--- config.mk ---
export PLATFORM = sky130hd
export DESIGN_NAME = ebc_top
export DESIGN_NICKNAME = d
export VERILOG_FILES = /design/src/hw/ebc_pkg.sv /design/src/hw/ebc_top.sv
export SDC_FILE = /design/constraint.sdc
export NUM_CORES = 1
export LEC_CHECK = 0
export BUFFER_PORTS_ARGS = -buffer_cell sky130_fd_sc_hd__clkbuf_2
export CELL_PAD_IN_SITES_DETAIL_PLACEMENT = 0
export CELL_PAD_IN_SITES_GLOBAL_PLACEMENT = 1
export CORE_ASPECT_RATIO = 1.75
export CORE_MARGIN = 2
export CORE_UTILIZATION = 36
export CTS_CLUSTER_DIAMETER = 120
export DETAILED_ROUTE_END_ITERATION = 16
export GPL_TIMING_DRIVEN = 0
export PLACE_DENSITY = 0.9
export RECOVER_POWER = 100
export SYNTH_ARGS = -nofsm -noshare
export SYNTH_HDL_FRONTEND = slang
export SYNTH_SLANG_ARGS = --single-unit
--- constraint.sdc ---
create_clock -name clk -period 2.4 [get_ports clk]
set_input_delay 0.12 -clock clk [delete_from_list [all_inputs] [get_ports clk]]
set_output_delay 0.12 -clock clk [all_outputs]
set_load 0.01 [all_outputs]
--- src/hw/ebc_pkg.sv ---
// Shared constants and types of the external bus control block
`default_nettype none

package ebc_pkg;

  // ----------------------------------------------------------------
  // Widths
  // ----------------------------------------------------------------
  localparam int ADDR_W = 20;
  localparam int DATA_W = 16;

  // ----------------------------------------------------------------
  // Processor mode control register layout
  // ----------------------------------------------------------------
  localparam logic [7:0] PMC_RESET   = 8'h00;
  localparam int         PMC_STB_SEL = 2;  // 1: split byte store strobes
  localparam int         PMC_CLK_DIS = 7;  // 1: bus clock pin floats

  // ----------------------------------------------------------------
  // Access areas and bus cycle lengths in bus clock cycles
  // ----------------------------------------------------------------
  localparam logic [1:0] AREA_SFR = 2'h0;
  localparam logic [1:0] AREA_INT = 2'h1;
  localparam logic [1:0] AREA_EXT = 2'h2;

  localparam logic [1:0] CYC_SFR     = 2'h2;
  localparam logic [1:0] CYC_INT     = 2'h1;
  localparam logic [1:0] CYC_EXT_NW  = 2'h1;
  localparam logic [1:0] CYC_EXT_W   = 2'h2;
  localparam logic [1:0] CYC_EXT_MUX = 2'h3;

  // ----------------------------------------------------------------
  // Types
  // ----------------------------------------------------------------
  typedef struct packed {
    logic [ADDR_W-1:0] addr;
    logic [DATA_W-1:0] wdata;
    logic              write;    // 1: write, 0: read
    logic              word;     // 1: 16-bit access
    logic [1:0]        area;     // AREA_*
    logic [1:0]        cs_idx;   // chip select of an external access
    logic              mux;      // multiplexed bus space
  } ebc_req_s;

  typedef enum logic [1:0] {ST_IDLE, ST_BUSY, ST_HOLD} ebc_state_e;

endpackage : ebc_pkg

`default_nettype wire

--- src/hw/ebc_top.sv ---
// External bus control: strobes, address latch, ready waits, hold arbitration
// Functional notes
// - 16-bit bus: mode bit 2 picks strobe set
// - Reset selects read/store/byte-high-enable set
// - Mode writes only when protect bit set
// - Split mode: low/high stores per byte lane
// - Combined mode: byte-high-enable with A0 marks lanes
// - Ready low on bus clock fall waits
// - Ready honoured only when area wait bit zero
// - Ready wait holds all bus outputs
// - Ready ignored right before software wait
// - Hold request enters hold after access
// - Priority: hold, transfer engine, core
// - Hold floats bus, grants, stops watchdog
// - Special area: strobes driven, selects high
// - Internal memory: address kept, strobes high
// - Mode bit 7 floats bus clock pin
// - Area wait bit zero inserts wait state outside multiplexed space
`default_nettype none

module ebc_top (
  // Clock and reset
  input  wire logic                         clk,
  input  wire logic                         rstn,
  // Link pins
  input  wire logic                         bclk_in,
  input  wire logic                         rdy_n,
  input  wire logic                         hold_n,
  input  wire logic                         byte_pin,
  input  wire logic [ebc_pkg::DATA_W-1:0]   data_in,
  // Configuration
  input  wire logic                         pmc_wr,
  input  wire logic [7:0]                   pmc_wdata,
  input  wire logic                         protect_pm,
  input  wire logic [3:0]                   cs_wait,
  output logic      [7:0]                   pmc_q,
  // Requesters
  input  wire logic                         core_valid,
  input  wire ebc_pkg::ebc_req_s            core_req,
  output logic                              core_done,
  input  wire logic                         dma_valid,
  input  wire ebc_pkg::ebc_req_s            dma_req,
  output logic                              dma_done,
  output logic      [ebc_pkg::DATA_W-1:0]   rdata,
  // Bus pins
  output logic      [ebc_pkg::ADDR_W-1:0]   addr_out,
  output logic                              addr_oe_n,
  output logic      [ebc_pkg::DATA_W-1:0]   data_out,
  output logic                              data_oe_n,
  output logic                              rd_n,
  output logic                              wr_n,
  output logic                              byte_high_enable_n,
  output logic                              low_byte_store_strobe_n,
  output logic                              high_byte_store_strobe_n,
  output logic      [3:0]                   cs_n,
  output logic                              ctrl_oe_n,
  output logic                              ale,
  output logic                              bus_grant_out_n,
  output logic                              bclk_out,
  output logic                              bclk_oe_n,
  // Hold side effects
  output logic                              port_low_float,
  output logic                              watchdog_stop
);

  // ----------------------------------------------------------------
  // Pin synchronisers
  // ----------------------------------------------------------------
  localparam int SW = 4 + ebc_pkg::DATA_W;
  logic [SW-1:0] sync1_reg;
  logic [SW-1:0] sync2_reg;
  logic          bclk_d_reg;

  // Two flops per pin, plus a third on the bus clock for edge detect; the first stage feeds no logic
  always_ff @(posedge clk or negedge rstn) begin
    if (!rstn) begin
      sync1_reg  <= '1;
      sync2_reg  <= '1;
      bclk_d_reg <= 1'b1;
    end else begin
      sync1_reg  <= {bclk_in, rdy_n, hold_n, byte_pin, data_in};
      sync2_reg  <= sync1_reg;
      bclk_d_reg <= sync2_reg[SW-1];
    end
  end

  logic                       bclk_s;
  logic                       rdy_s_n;
  logic                       hold_req;
  logic                       bus8;
  logic [ebc_pkg::DATA_W-1:0] din_s;
  logic                       bclk_fall;

  // All bus state moves on the falling bus clock edge
  assign bclk_s    = sync2_reg[SW-1];
  assign rdy_s_n   = sync2_reg[SW-2];
  assign hold_req  = ~sync2_reg[SW-3];
  assign bus8      = sync2_reg[SW-4];
  assign din_s     = sync2_reg[ebc_pkg::DATA_W-1:0];
  assign bclk_fall = bclk_d_reg & ~bclk_s;

  // ----------------------------------------------------------------
  // Processor mode control register
  // ----------------------------------------------------------------
  logic [7:0] pmc_reg;
  logic [7:0] pmc_next;

  // Unprotected writes are dropped so a stray store cannot flip modes
  always_comb begin
    pmc_next = pmc_reg;
    if (pmc_wr && protect_pm) begin
      pmc_next = pmc_wdata;
    end
  end

  always_ff @(posedge clk or negedge rstn) begin
    if (!rstn) begin
      pmc_reg <= ebc_pkg::PMC_RESET;
    end else begin
      pmc_reg <= pmc_next;
    end
  end

  assign pmc_q = pmc_reg;

  // ----------------------------------------------------------------
  // Helpers
  // ----------------------------------------------------------------
  function automatic logic [1:0] cyc_len(input ebc_pkg::ebc_req_s r, input logic [3:0] w);
    logic [1:0] n;
    n = ebc_pkg::CYC_INT;
    if (r.area == ebc_pkg::AREA_SFR) begin
      n = ebc_pkg::CYC_SFR;
    end else if (r.area == ebc_pkg::AREA_EXT) begin
      if (r.mux) begin
        n = ebc_pkg::CYC_EXT_MUX;
      end else if (w[r.cs_idx]) begin
        n = ebc_pkg::CYC_EXT_NW;
      end else begin
        n = ebc_pkg::CYC_EXT_W;
      end
    end
    return n;
  endfunction : cyc_len

  logic split;
  assign split = pmc_reg[ebc_pkg::PMC_STB_SEL] & ~bus8;

  // ----------------------------------------------------------------
  // Bus sequencer
  // ----------------------------------------------------------------
  ebc_pkg::ebc_state_e        state_reg, state_next;
  ebc_pkg::ebc_req_s          cur_reg, cur_next;
  logic                       own_dma_reg, own_dma_next;
  logic [1:0]                 cnt_reg, cnt_next;
  logic                       first_reg, first_next;
  logic [ebc_pkg::ADDR_W-1:0] addr_reg, addr_next;
  logic                       bhe_reg, bhe_next;
  logic [ebc_pkg::DATA_W-1:0] rdata_reg, rdata_next;
  logic                       cdone_reg, cdone_next;
  logic                       ddone_reg, ddone_next;
  logic                       rdy_ok;
  ebc_pkg::ebc_req_s          pick;

  // Ready counts only in an external cycle whose area wait bit is zero
  assign rdy_ok = (cur_reg.area == ebc_pkg::AREA_EXT) && !cs_wait[cur_reg.cs_idx];
  assign pick   = dma_valid ? dma_req : core_req;

  always_comb begin
    state_next   = state_reg;
    cur_next     = cur_reg;
    own_dma_next = own_dma_reg;
    cnt_next     = cnt_reg;
    first_next   = first_reg;
    addr_next    = addr_reg;
    bhe_next     = bhe_reg;
    rdata_next   = rdata_reg;
    cdone_next   = 1'b0;
    ddone_next   = 1'b0;
    if (bclk_fall) begin
      case (state_reg)
        ebc_pkg::ST_IDLE: begin
          if (hold_req) begin
            state_next = ebc_pkg::ST_HOLD;
          end else if (dma_valid || core_valid) begin
            state_next   = ebc_pkg::ST_BUSY;
            cur_next     = pick;
            own_dma_next = dma_valid;
            cnt_next     = cyc_len(pick, cs_wait);
            first_next   = 1'b1;
            if (pick.area != ebc_pkg::AREA_INT) begin
              addr_next = pick.addr;
              bhe_next  = bus8 | split | ~(pick.word | pick.addr[0]);
            end
          end
        end
        ebc_pkg::ST_BUSY: begin
          first_next = 1'b0;
          if (cnt_reg > 2'h1) begin
            cnt_next = cnt_reg - 2'h1;
          end else if (rdy_ok && !rdy_s_n) begin
            state_next = ebc_pkg::ST_BUSY;
          end else begin
            cdone_next = ~own_dma_reg;
            ddone_next = own_dma_reg;
            if (!cur_reg.write) begin
              rdata_next = din_s;
            end
            state_next = hold_req ? ebc_pkg::ST_HOLD : ebc_pkg::ST_IDLE;
          end
        end
        ebc_pkg::ST_HOLD: begin
          if (!hold_req) begin
            state_next = ebc_pkg::ST_IDLE;
          end
        end
        default: begin
          state_next = ebc_pkg::ST_IDLE;
        end
      endcase
    end
  end

  always_ff @(posedge clk or negedge rstn) begin
    if (!rstn) begin
      state_reg   <= ebc_pkg::ST_IDLE;
      cur_reg     <= '0;
      own_dma_reg <= 1'b0;
      cnt_reg     <= 2'h0;
      first_reg   <= 1'b0;
      addr_reg    <= '0;
      bhe_reg     <= 1'b1;
      rdata_reg   <= '0;
      cdone_reg   <= 1'b0;
      ddone_reg   <= 1'b0;
    end else begin
      state_reg   <= state_next;
      cur_reg     <= cur_next;
      own_dma_reg <= own_dma_next;
      cnt_reg     <= cnt_next;
      first_reg   <= first_next;
      addr_reg    <= addr_next;
      bhe_reg     <= bhe_next;
      rdata_reg   <= rdata_next;
      cdone_reg   <= cdone_next;
      ddone_reg   <= ddone_next;
    end
  end

  // ----------------------------------------------------------------
  // Pin decode
  // ----------------------------------------------------------------
  logic busy;
  logic act;
  logic held;

  // Internal memory cycles keep the pins quiet to save switching
  assign busy = (state_reg == ebc_pkg::ST_BUSY);
  assign act  = busy && (cur_reg.area != ebc_pkg::AREA_INT);
  assign held = (state_reg == ebc_pkg::ST_HOLD);

  assign rd_n                     = ~(act && !cur_reg.write);
  assign wr_n                     = ~(act && cur_reg.write && !split);
  assign low_byte_store_strobe_n  = ~(act && cur_reg.write && split && (cur_reg.word | ~cur_reg.addr[0]));
  assign high_byte_store_strobe_n = ~(act && cur_reg.write && split && (cur_reg.word | cur_reg.addr[0]));
  assign byte_high_enable_n       = bhe_reg;
  assign addr_out                 = addr_reg;
  assign data_out                 = cur_reg.wdata;
  assign data_oe_n                = ~(act && cur_reg.write && !held);

  // One select per external chip select index, generated rather than spelled out
  genvar gi;
  generate
    for (gi = 0; gi < 4; gi++) begin : g_cs
      assign cs_n[gi] = ~(busy && cur_reg.area == ebc_pkg::AREA_EXT && cur_reg.cs_idx == 2'(gi));
    end
  endgenerate

  // Latch pulse high in the second half of the first bus clock of a multiplexed cycle, falls with the clock
  assign ale = busy && first_reg && cur_reg.mux && (cur_reg.area == ebc_pkg::AREA_EXT) && bclk_s;

  assign addr_oe_n       = held;
  assign ctrl_oe_n       = held;
  assign bus_grant_out_n = ~held;
  assign port_low_float  = held;
  assign watchdog_stop   = held;

  // Resampled clock lags the pin by two system clocks
  assign bclk_out  = bclk_s;
  assign bclk_oe_n = pmc_reg[ebc_pkg::PMC_CLK_DIS];

  assign core_done = cdone_reg;
  assign dma_done  = ddone_reg;
  assign rdata     = rdata_reg;
endmodule : ebc_top

`default_nettype wire

Yosys cells after proc, flatten, opt, wreduce, memory -nomap -nowiden. Cells that the tools add are included.

Magnitude comparators: 3. Muxes and demuxes: 31. Equal/unequal tests: 15. Bitwise logic cells: 25. Add/sub/neg operators: 1. Reduce and logical (&&, ||, !) cells: 36.

Operators by type and width (count): $mux W43 (1); $mux W2 (13); $logic_and A1 B1 Y1 (20); $not A1 Y1 (18); $reduce_and A5 Y1 (3); $mux W1 (12); $reduce_and A4 Y1 (3); $eq A2 B2 Y1 const B (5); $ne A2 B2 Y1 const B (4); $logic_not A2 Y1 (3); $lt A2 B3 Y1 const B (2); $ne A2 B1 Y1 const B (3); $pmux W2 S3 (1); $logic_not A1 Y1 (5); $or A1 B1 Y1 (5); $bmux W1 S2 (2); $eq A2 B1 Y1 const B (2); $pmux W2 S2 (1); $ne A3 B3 Y1 const B (1); $and A1 B1 Y1 (2); $gt A2 B1 Y1 const B (1); $pmux W1 S2 (1); $reduce_bool A2 Y1 (1); $sub A2 B1 Y2 const B (1); $logic_or A1 B1 Y1 (1).

Word-level logic and storage cells: 131. Register bits after elaboration: 118.

Logic depth before layout (Yosys ltp). Gate-level depths: netlist of the first run.

Depth after elaboration: 10. Gate-level depth with buffers: 8. Gate-level depth less buffers: 7.

Least setup slack after synthesis of the first run. OpenSTA, ideal clock, no wires.

Path kind: reg-to-reg. Start point: register cur_reg[1] (netlist name). End point: register rdata_reg, in the netlist rdata[10]. Stages on the path, launching flop included: 7. Data required time: 2.275 ns. Setup slack: 0.352 ns. Data arrival time: 1.923 ns. Library setup time: 0.125 ns. Path through: dfrtp_1 > mux4_2 > o41ai_4 > or3_1 > buf_6 > buf_12 > mux2_4.

Cells in the longest elaborated chain, start to end: 7.

Ends and longest elaborated chain: start: declaration (line ebc_top.sv:153) `ebc_pkg::ebc_req_s cur_reg, cur_next;`; start signal: assignment (line ebc_top.sv:238) `cur_reg <= cur_next;`; $bmux W1 S2 (line ebc_top.sv:166) `assign rdy_ok = (cur_reg.area == ebc_pkg::AREA_EXT) && !cs_wait[cur_reg.cs_idx];`; $mux W1 (not written as such) (line ebc_top.sv:166); $logic_not A1 Y1 (line ebc_top.sv:166); $logic_and A1 B1 Y1 (line ebc_top.sv:166); $logic_and A1 B1 Y1 (line ebc_top.sv:201) `end else if (rdy_ok && !rdy_s_n) begin`; $not A1 Y1 (no source line); $reduce_and A5 Y1 (no source line); end signal: assignment (line ebc_top.sv:244) `rdata_reg <= rdata_next;`; end: declaration (line ebc_top.sv:159) `logic [ebc_pkg::DATA_W-1:0] rdata_reg, rdata_next;`.

Every way passes these cells. The select of a mux whose other input is x is not followed. A chain may end at the register's enable or synchronous reset.

Worst setup path after layout of the first run.
Start point: register cur_reg[1] (netlist name). End point: register rdata_reg, in the netlist rdata[12].

The elaborated chain is that of the path after synthesis.

==> metrics.txt, run 1 <==
number of flops mapped to enable cells by yosys=0; Worst Max-Slew Pin Slew=1.57 ns; Seq/Total Area, Yosys=0.615; core box area=roughly 0.013 mm^2; status=finished, violations left; Core Util, Final=0.527; maximum clock rate=432 MHz; vias in the first global route=around 4000; CTS tree=yes; Yosys warning count=0; Flop pwr share=0.399; worst skew pair latency=0.41 ns; post-synthesis mux area share=0.156; Die ar.=0.0145 mm^2; worst setup margin=0.0861 ns; CP endpoint kind=flop; top-count cell post-synth=dfrtp_1; layout cells sized above 1=0.376; Pwr Density=approximately 1100 mW/mm^2; CTS buffer count=17; endpoints failing hold=0; Pins Over Slew Limit=119; clk sink count=between 100 and 150; switching portion of total power=0.310; I/O pin cnt=between 200 and 250; Yosys top cell by area=dfrtp_1; main combinational cell family by area after synthesis=multiplexers; Vert. Die Dim=roughly 160 um; via-per-instance ratio=between 4 and 5; Worst VDD drop=~0.50 mV; Post-Place Setup Slack=roughly 0.11 ns; antenna diode count=0; DR WL/cell=between 15 and 20 um; clk_skew=0.00777 ns; row count=56; fin crit share=0.964; post-layout min period=2.31 ns; largest net degree at the start of global routing=119; Unique masters post-synth=38; port bufs=202; Cells after Synth=397; GRT Util Overall=0.176; H-tree Lvls=4; WP data required=2.68 ns; Post-Synth XOR/XNOR Area=0; Area after DPL=0.00612 mm^2; Detailed Route Iter0 Violations=about 150; Worst-path clk slew=0.06 ns; synthesized area per cell=12.3 um^2; failing checks=max-capacitance violations, max-slew violations; syn_nets=522; width of the chip=92.0 um; P_leak=3.31 nW; Arrival @ worst endpoint=2.60 ns; TNS Setup=0 ns; Synth Area in Adders=0.00256; setup violators final=0; synth top area cells=dfrtp_1 (39%), dfstp_2 (23%), mux2i_1 (8.8%); first-pass GRT wire length=slightly below 20 mm; Max-Cap Viols=1; Post-Route WL=between 10 and 15 mm; fin nets=784; synth-to-layout area growth=43.6%; compound-gate portion of the synthesized area=0.0876; flops & latches, synth=118; final non-filler cell area=0.00701 mm^2; ys async rst share=1.00; DRC=0; Internal=5.10 mW; CP Class=flop to flop; main flop type after synthesis=dfrtp_1; crit path max fanout=10; Slew headroom=-0.0491; Clock power frac=0.336; Hold Slack=0.0191 ns; via count=3948; synth cell count leaders=dfrtp_1 (76), nor2_1 (54), a21oi_1 (45), mux2i_1 (43), dfstp_2 (42); Final GP Congestion=0.808; post-synthesis cell area=just under 0.005 mm^2; total of fill cells in the finished design=about 1200; Root Buffer=clkbuf_16; Initial Util=0.367; Comb pwr share=0.265; Yosys top cell area share=0.389; Worst Setup Start Kind=flop; Psw=2.30 mW; First-pass DRT Iterations=4; Synth Area in Simple Gates=0.0797; antenna violations before repair=0; hpwl dp=9.15 mm; CTS Buffer Depth=2; total gr overflow=0; Worst Hold Class=primary input to flop; antenna-violating nets left=0
[power by group through the flow]
stage	Combinational, mW	Clock (mW)	Sequential, mW
finish	1.96	2.48	2.95
global route	2.17	2.64	3.03
CTS	2.10	2.55	2.95
detailed placement	2.04	0	2.98
global placement	1.97	0	2.94
floorplan	1.08	0	3.04
[metrics by stage]
step | power, mW | instances
floorplan | 4.12 | 397
global placement | 4.92 | 773
detailed placement | 5.01 | 773
CTS | 7.61 | 845
global route | 7.83 | 846
finish | 7.40 | 846
[final cells by class]
type                       instances  area [um^2]  share of cell area
multi-input combinational        231         1590               0.227
clock buffer                      19          443              0.0632
timing repair buffer             243         1320               0.188
clock inverter                    13          150              0.0214
buffer                            40          254              0.0362
tap                              174          218              0.0310
sequential                       118         3010               0.429
inverter                           8         30.0             0.00428
[cells in the final DEF, fill, tap and decap left out, types with 2 or more instances in the layout]
| cell type | n |
|---|---|
| a21oi_1 | 45 |
| a22o_1 | 2 |
| a31oi_1 | 2 |
| and3_1 | 2 |
| buf_1 | 3 |
| buf_2 | 6 |
| buf_4 | 19 |
| bufinv_16 | 2 |
| clkbuf_1 | 88 |
| clkbuf_16 | 17 |
| clkbuf_2 | 124 |
| clkbuf_4 | 2 |
| clkinv_4 | 7 |
| clkinvlp_4 | 2 |
| dfrtp_1 | 76 |
| dfstp_2 | 41 |
| dlygate4sd3_1 | 40 |
| inv_1 | 8 |
| mux2_2 | 14 |
| mux2_4 | 10 |
| mux2i_1 | 43 |
| nand2_1 | 12 |
| nand2b_1 | 7 |
| nand3_1 | 3 |
| nor2_1 | 53 |
| nor2b_1 | 2 |
| nor3_1 | 3 |
| o21a_1 | 3 |
| o21ai_0 | 12 |
| o22ai_1 | 2 |
| o32ai_1 | 2 |
| or3_1 | 2 |
[timing repair]
item	4_1_cts	5_1_grt
setup endpoints to repair	0	13
setup buffers	0	1
hold endpoints to repair	111	0
resized for setup	0	3
hold buffers	40	0
[per-layer routing]
layer	part of all wire	wire length (um)	track usage
met1	0.39	4940	0.201
met2	0.54	6830	0.309
met3	0.053	678	0.0471
met4	0.023	297	0.0789
met5	0	0	0
[final timing paths]
path,startpoint,endpoint,slack [ns],cells after the start
max,cur_reg[1]$_DFFE_PN0P_,rdata[12]$_DFFE_PN0P_,0.09,6
min,dma_req[22],data_out[15]$_DFFE_PN0P_,0.02,3
max reg2reg,cur_reg[1]$_DFFE_PN0P_,rdata[12]$_DFFE_PN0P_,0.09,6
min reg2reg,sync1_reg[13]$_DFF_PN1_,sync2_reg[13]$_DFF_PN1_,0.35,0
max in group asynchronous,rstn,pmc_q[2]$_DFFE_PN0P_,0.74,2
min in group asynchronous,rstn,rdata[2]$_DFFE_PN0P_,0.68,2
[critical path, stage by stage (launching register included)]
cell and delay [ns]:
dfrtp_1 0.44, mux4_2 0.58, o41ai_4 0.36, or3_1 0.18, buf_6 0.14, buf_8 0.16
mux2_4 0.32
[kinds of logic (layout without fill, tap and decap cells)]
group / count (synthesis) / after routing
AO/OA/AOI/OAI: 73 / 73
adder cells (fa/ha/maj): 1 / 1
buffers and inverters: 48 / 323
flip-flops: 118 / 118
multiplexers: 68 / 68
AND/OR/NAND/NOR: 89 / 89
Power figures use the tool's default switching activity.
==> inputs of run 2 (changes only) <==
--- a/config.mk
+++ b/config.mk
@@ -14,8 +14,7 @@
 export CTS_CLUSTER_DIAMETER = 120
 export DETAILED_ROUTE_END_ITERATION = 16
 export GPL_TIMING_DRIVEN = 0
-export PLACE_DENSITY = 0.9
-export RECOVER_POWER = 100
+export PLACE_DENSITY = 0.84
 export SYNTH_ARGS = -nofsm -noshare
 export SYNTH_HDL_FRONTEND = slang
 export SYNTH_SLANG_ARGS = --single-unit
==> run 2 against run 1 <==
Effect of this change:
- cell area increased by 0.80%
- non-clock buffer count fell by 11
- routed wire length down 3.5%
- register-to-register slack better by 0.04 ns
- final cell count is 1.3% lower
- count of clock-buffer cells in the layout unchanged
- clock power is 9.3% higher
- critical path type unchanged
- sequential share of layout area fell by 0.34 points
- fmax increased by 1.8%
- utilization up 0.42 points
- critical endpoint is now rdata[10]$_DFFE_PN0P_
- first-iteration DRC count is 13% lower
- die area is the same
- the run now ends clean
==> metrics.txt, run 2 (synthesized netlist as in run 1, its figures left out) <==
antenna-violating nets left=0 (unchanged); Critical Path, Cell by Cell=nand2b_1 > buf_2 > nor2_1 > nand2_1 > or3_1 > buf_6 > buf_12 > mux2_4; Max stage delay on crit path=0.52 ns (-0.06 ns); Die ar.=0.0145 mm^2 (unchanged); Arrival @ worst endpoint=2.56 ns (-0.04 ns); hpwl dp=8.94 mm (-2.3%); final std cells w/o fill=835 (-1.3%); crit path max fanout=10 (unchanged); Root Buffer=clkbuf_16; fin nets=773 (-1.4%); DRC=0 (unchanged); total of fill cells in the finished design=1195 (-2.3%); via count=3859 (-2.3%); via-per-instance ratio=4.62 (-0.97%); Pins Over Slew Limit=0 (-100%); Post-Route WL=12.3 mm (-3.5%); multi-input gate area in the final layout=0.00159 mm^2 (-0.16%); Post-Place Setup Slack=0.110 ns (+0.000716 ns); Worst-path clk slew=0.06 ns (about the same); synth-to-layout area growth=44.7%; Hold Slack=0.0183 ns (-0.000812 ns); Worst Setup Start Kind=flop; vias in the first global route=3915 (-3.6%); setup violators final=0 (unchanged); Final GP Congestion=0.767 (-5.0%); clk_skew=0.0114 ns (+0.00365 ns); worst skew pair latency=0.41 ns (about the same); largest net degree at the start of global routing=119 (unchanged); Max-Cap Viols=0 (-1); worst setup margin=0.128 ns (+0.0415 ns); maximum clock rate=440 MHz (+1.8%); fin crit share=0.947 (-0.0173); total gr overflow=0 (unchanged); GRT Util Overall=0.171 (-0.00554); First-pass DRT Iterations=4 (unchanged); RSZ-0062 raised after global routing=false; post-layout min period=2.27 ns (-0.0415 ns); CTS tree=yes; P_leak=3.53 nW (+6.7%); width of the chip=92.0 um (unchanged); clk sink count=118 (unchanged); slowest library cell on the worst path=dfstp_2; Worst Hold Class=primary input to flop; Initial Util=0.367 (unchanged); CP endpoint kind=flop; CP Class=flop to flop; antenna violations before repair=0 (unchanged); Pwr Density=1090 mW/mm^2 (+3.3%); commonest non-fill, non-tap cell in the layout=clkbuf_2; first-pass GRT wire length=19.2 mm (-3.2%); Worst Max-Slew Pin Slew=0.918 ns (-0.656 ns); Slew headroom=0.388 (+0.437); Worst VDD drop=0.465 mV (-7.4%); layout cells sized above 1=0.502 (+0.126); core box area=0.0133 mm^2 (unchanged); reg2reg setup slack=0.13 ns (+0.04 ns); Vert. Die Dim=158 um (unchanged); Detailed Route Iter0 Violations=128 (-13%); row count=56 (unchanged); port bufs=202 (unchanged); dpl cells=773 (unchanged); endpoints failing hold=0 (unchanged); sequential cell area=0.00301 mm^2 (unchanged); WP data required=2.69 ns (about the same); status=finished, final reports clean; antenna diode count=0 (unchanged); I/O pin cnt=204 (unchanged); DR WL/cell=14.7 um (-2.2%); CTS Buffer Depth=2 (unchanged); most frequent cells in the layout=clkbuf_2 (202), dfrtp_1 (76), nor2_1 (54), a21oi_1 (45), mux2i_1 (43); H-tree Lvls=4 (unchanged); CTS buffer count=17 (unchanged)
==> run 2: cell types whose count changed in the layout (fill, tap and decap cells not counted), sizes merged <==
cell         before  now
bufinv            2    4
buf              30   32
inv               9   10
dlygate4sd3      40   31
clkbuf          232  228
clkinv            8    5
==> run 2: report_power, final <==
part	internal [mW]	switching [mW]	leakage, nW
Sequential	2.59	0.362	1.34
Clock	1.78	0.932	0.304
Combinational	1.05	0.991	1.88
Total	5.42	2.28	3.53
==> run 2: worst max-delay path, delay by kind of cell, from the launching register on <==
family        cells  cell delay, ns
mux               1            0.30
buf+inv           3            0.46
flops             1            0.52
simple gates      4            0.87
==> run 2: layout make-up <==
class | instances | share of cell area
inverter | 8 | 0.00425
buffer | 39 | 0.0361
multi-input combinational | 231 | 0.225
timing repair buffer | 233 | 0.188
clock inverter | 13 | 0.0278
tap | 174 | 0.0308
sequential | 118 | 0.425
clock buffer | 19 | 0.0627
==> run 2: routing by layer <==
| layer | vias to the layer above | wire [um] | part of all wire | global-route usage |
|---|---|---|---|---|
| met1 | 1846 | 4820 | 0.39 | 0.198 |
| li1 | 1854 | - | - | - |
| met3 | 19 | 675 | 0.055 | 0.0390 |
| met5 | - | 0 | 0 | 0 |
| met2 | 140 | 6570 | 0.53 | 0.304 |
| met4 | 0 | 228 | 0.019 | 0.0704 |
==> run 2: repair_timing <==
item,CTS,global route
buffers inserted,0,0
gates resized for setup,0,2
endpoints found under the hold margin,106,0
hold buffers,31,0
endpoints found under the setup margin,0,1
==> run 2: final timing paths <==
kind                                             start                 endpoint  depth (start not counted)
worst max register to register    bclk_d_reg$_DFF_PN1_    rdata[10]$_DFFE_PN0P_                          8
worst max-delay path              bclk_d_reg$_DFF_PN1_    rdata[10]$_DFFE_PN0P_                          8
worst min register to register  sync1_reg[3]$_DFF_PN1_   sync2_reg[3]$_DFF_PN1_                          0
max in group asynchronous                         rstn     pmc_q[6]$_DFFE_PN0P_                          2
worst min-delay path                      core_req[16]  data_out[9]$_DFFE_PN0P_                          3
min in group asynchronous                         rstn     rdata[4]$_DFFE_PN0P_                          2
==> run 2: through the flow <==
stage / util / power, mW / instance area, um^2 / setup TNS [ns]
6_report: 0.531 / 7.70 / 7070 / 0
5_1_grt: 0.531 / 8.16 / 7070 / 0
4_1_cts: 0.531 / 7.81 / 7070 / 0
3_5_place_dp: 0.460 / 5.01 / 6120 / 0
3_3_place_gp: 0.459 / 4.92 / 6110 / -33.13
2_1_floorplan: - / 4.12 / 4880 / 0
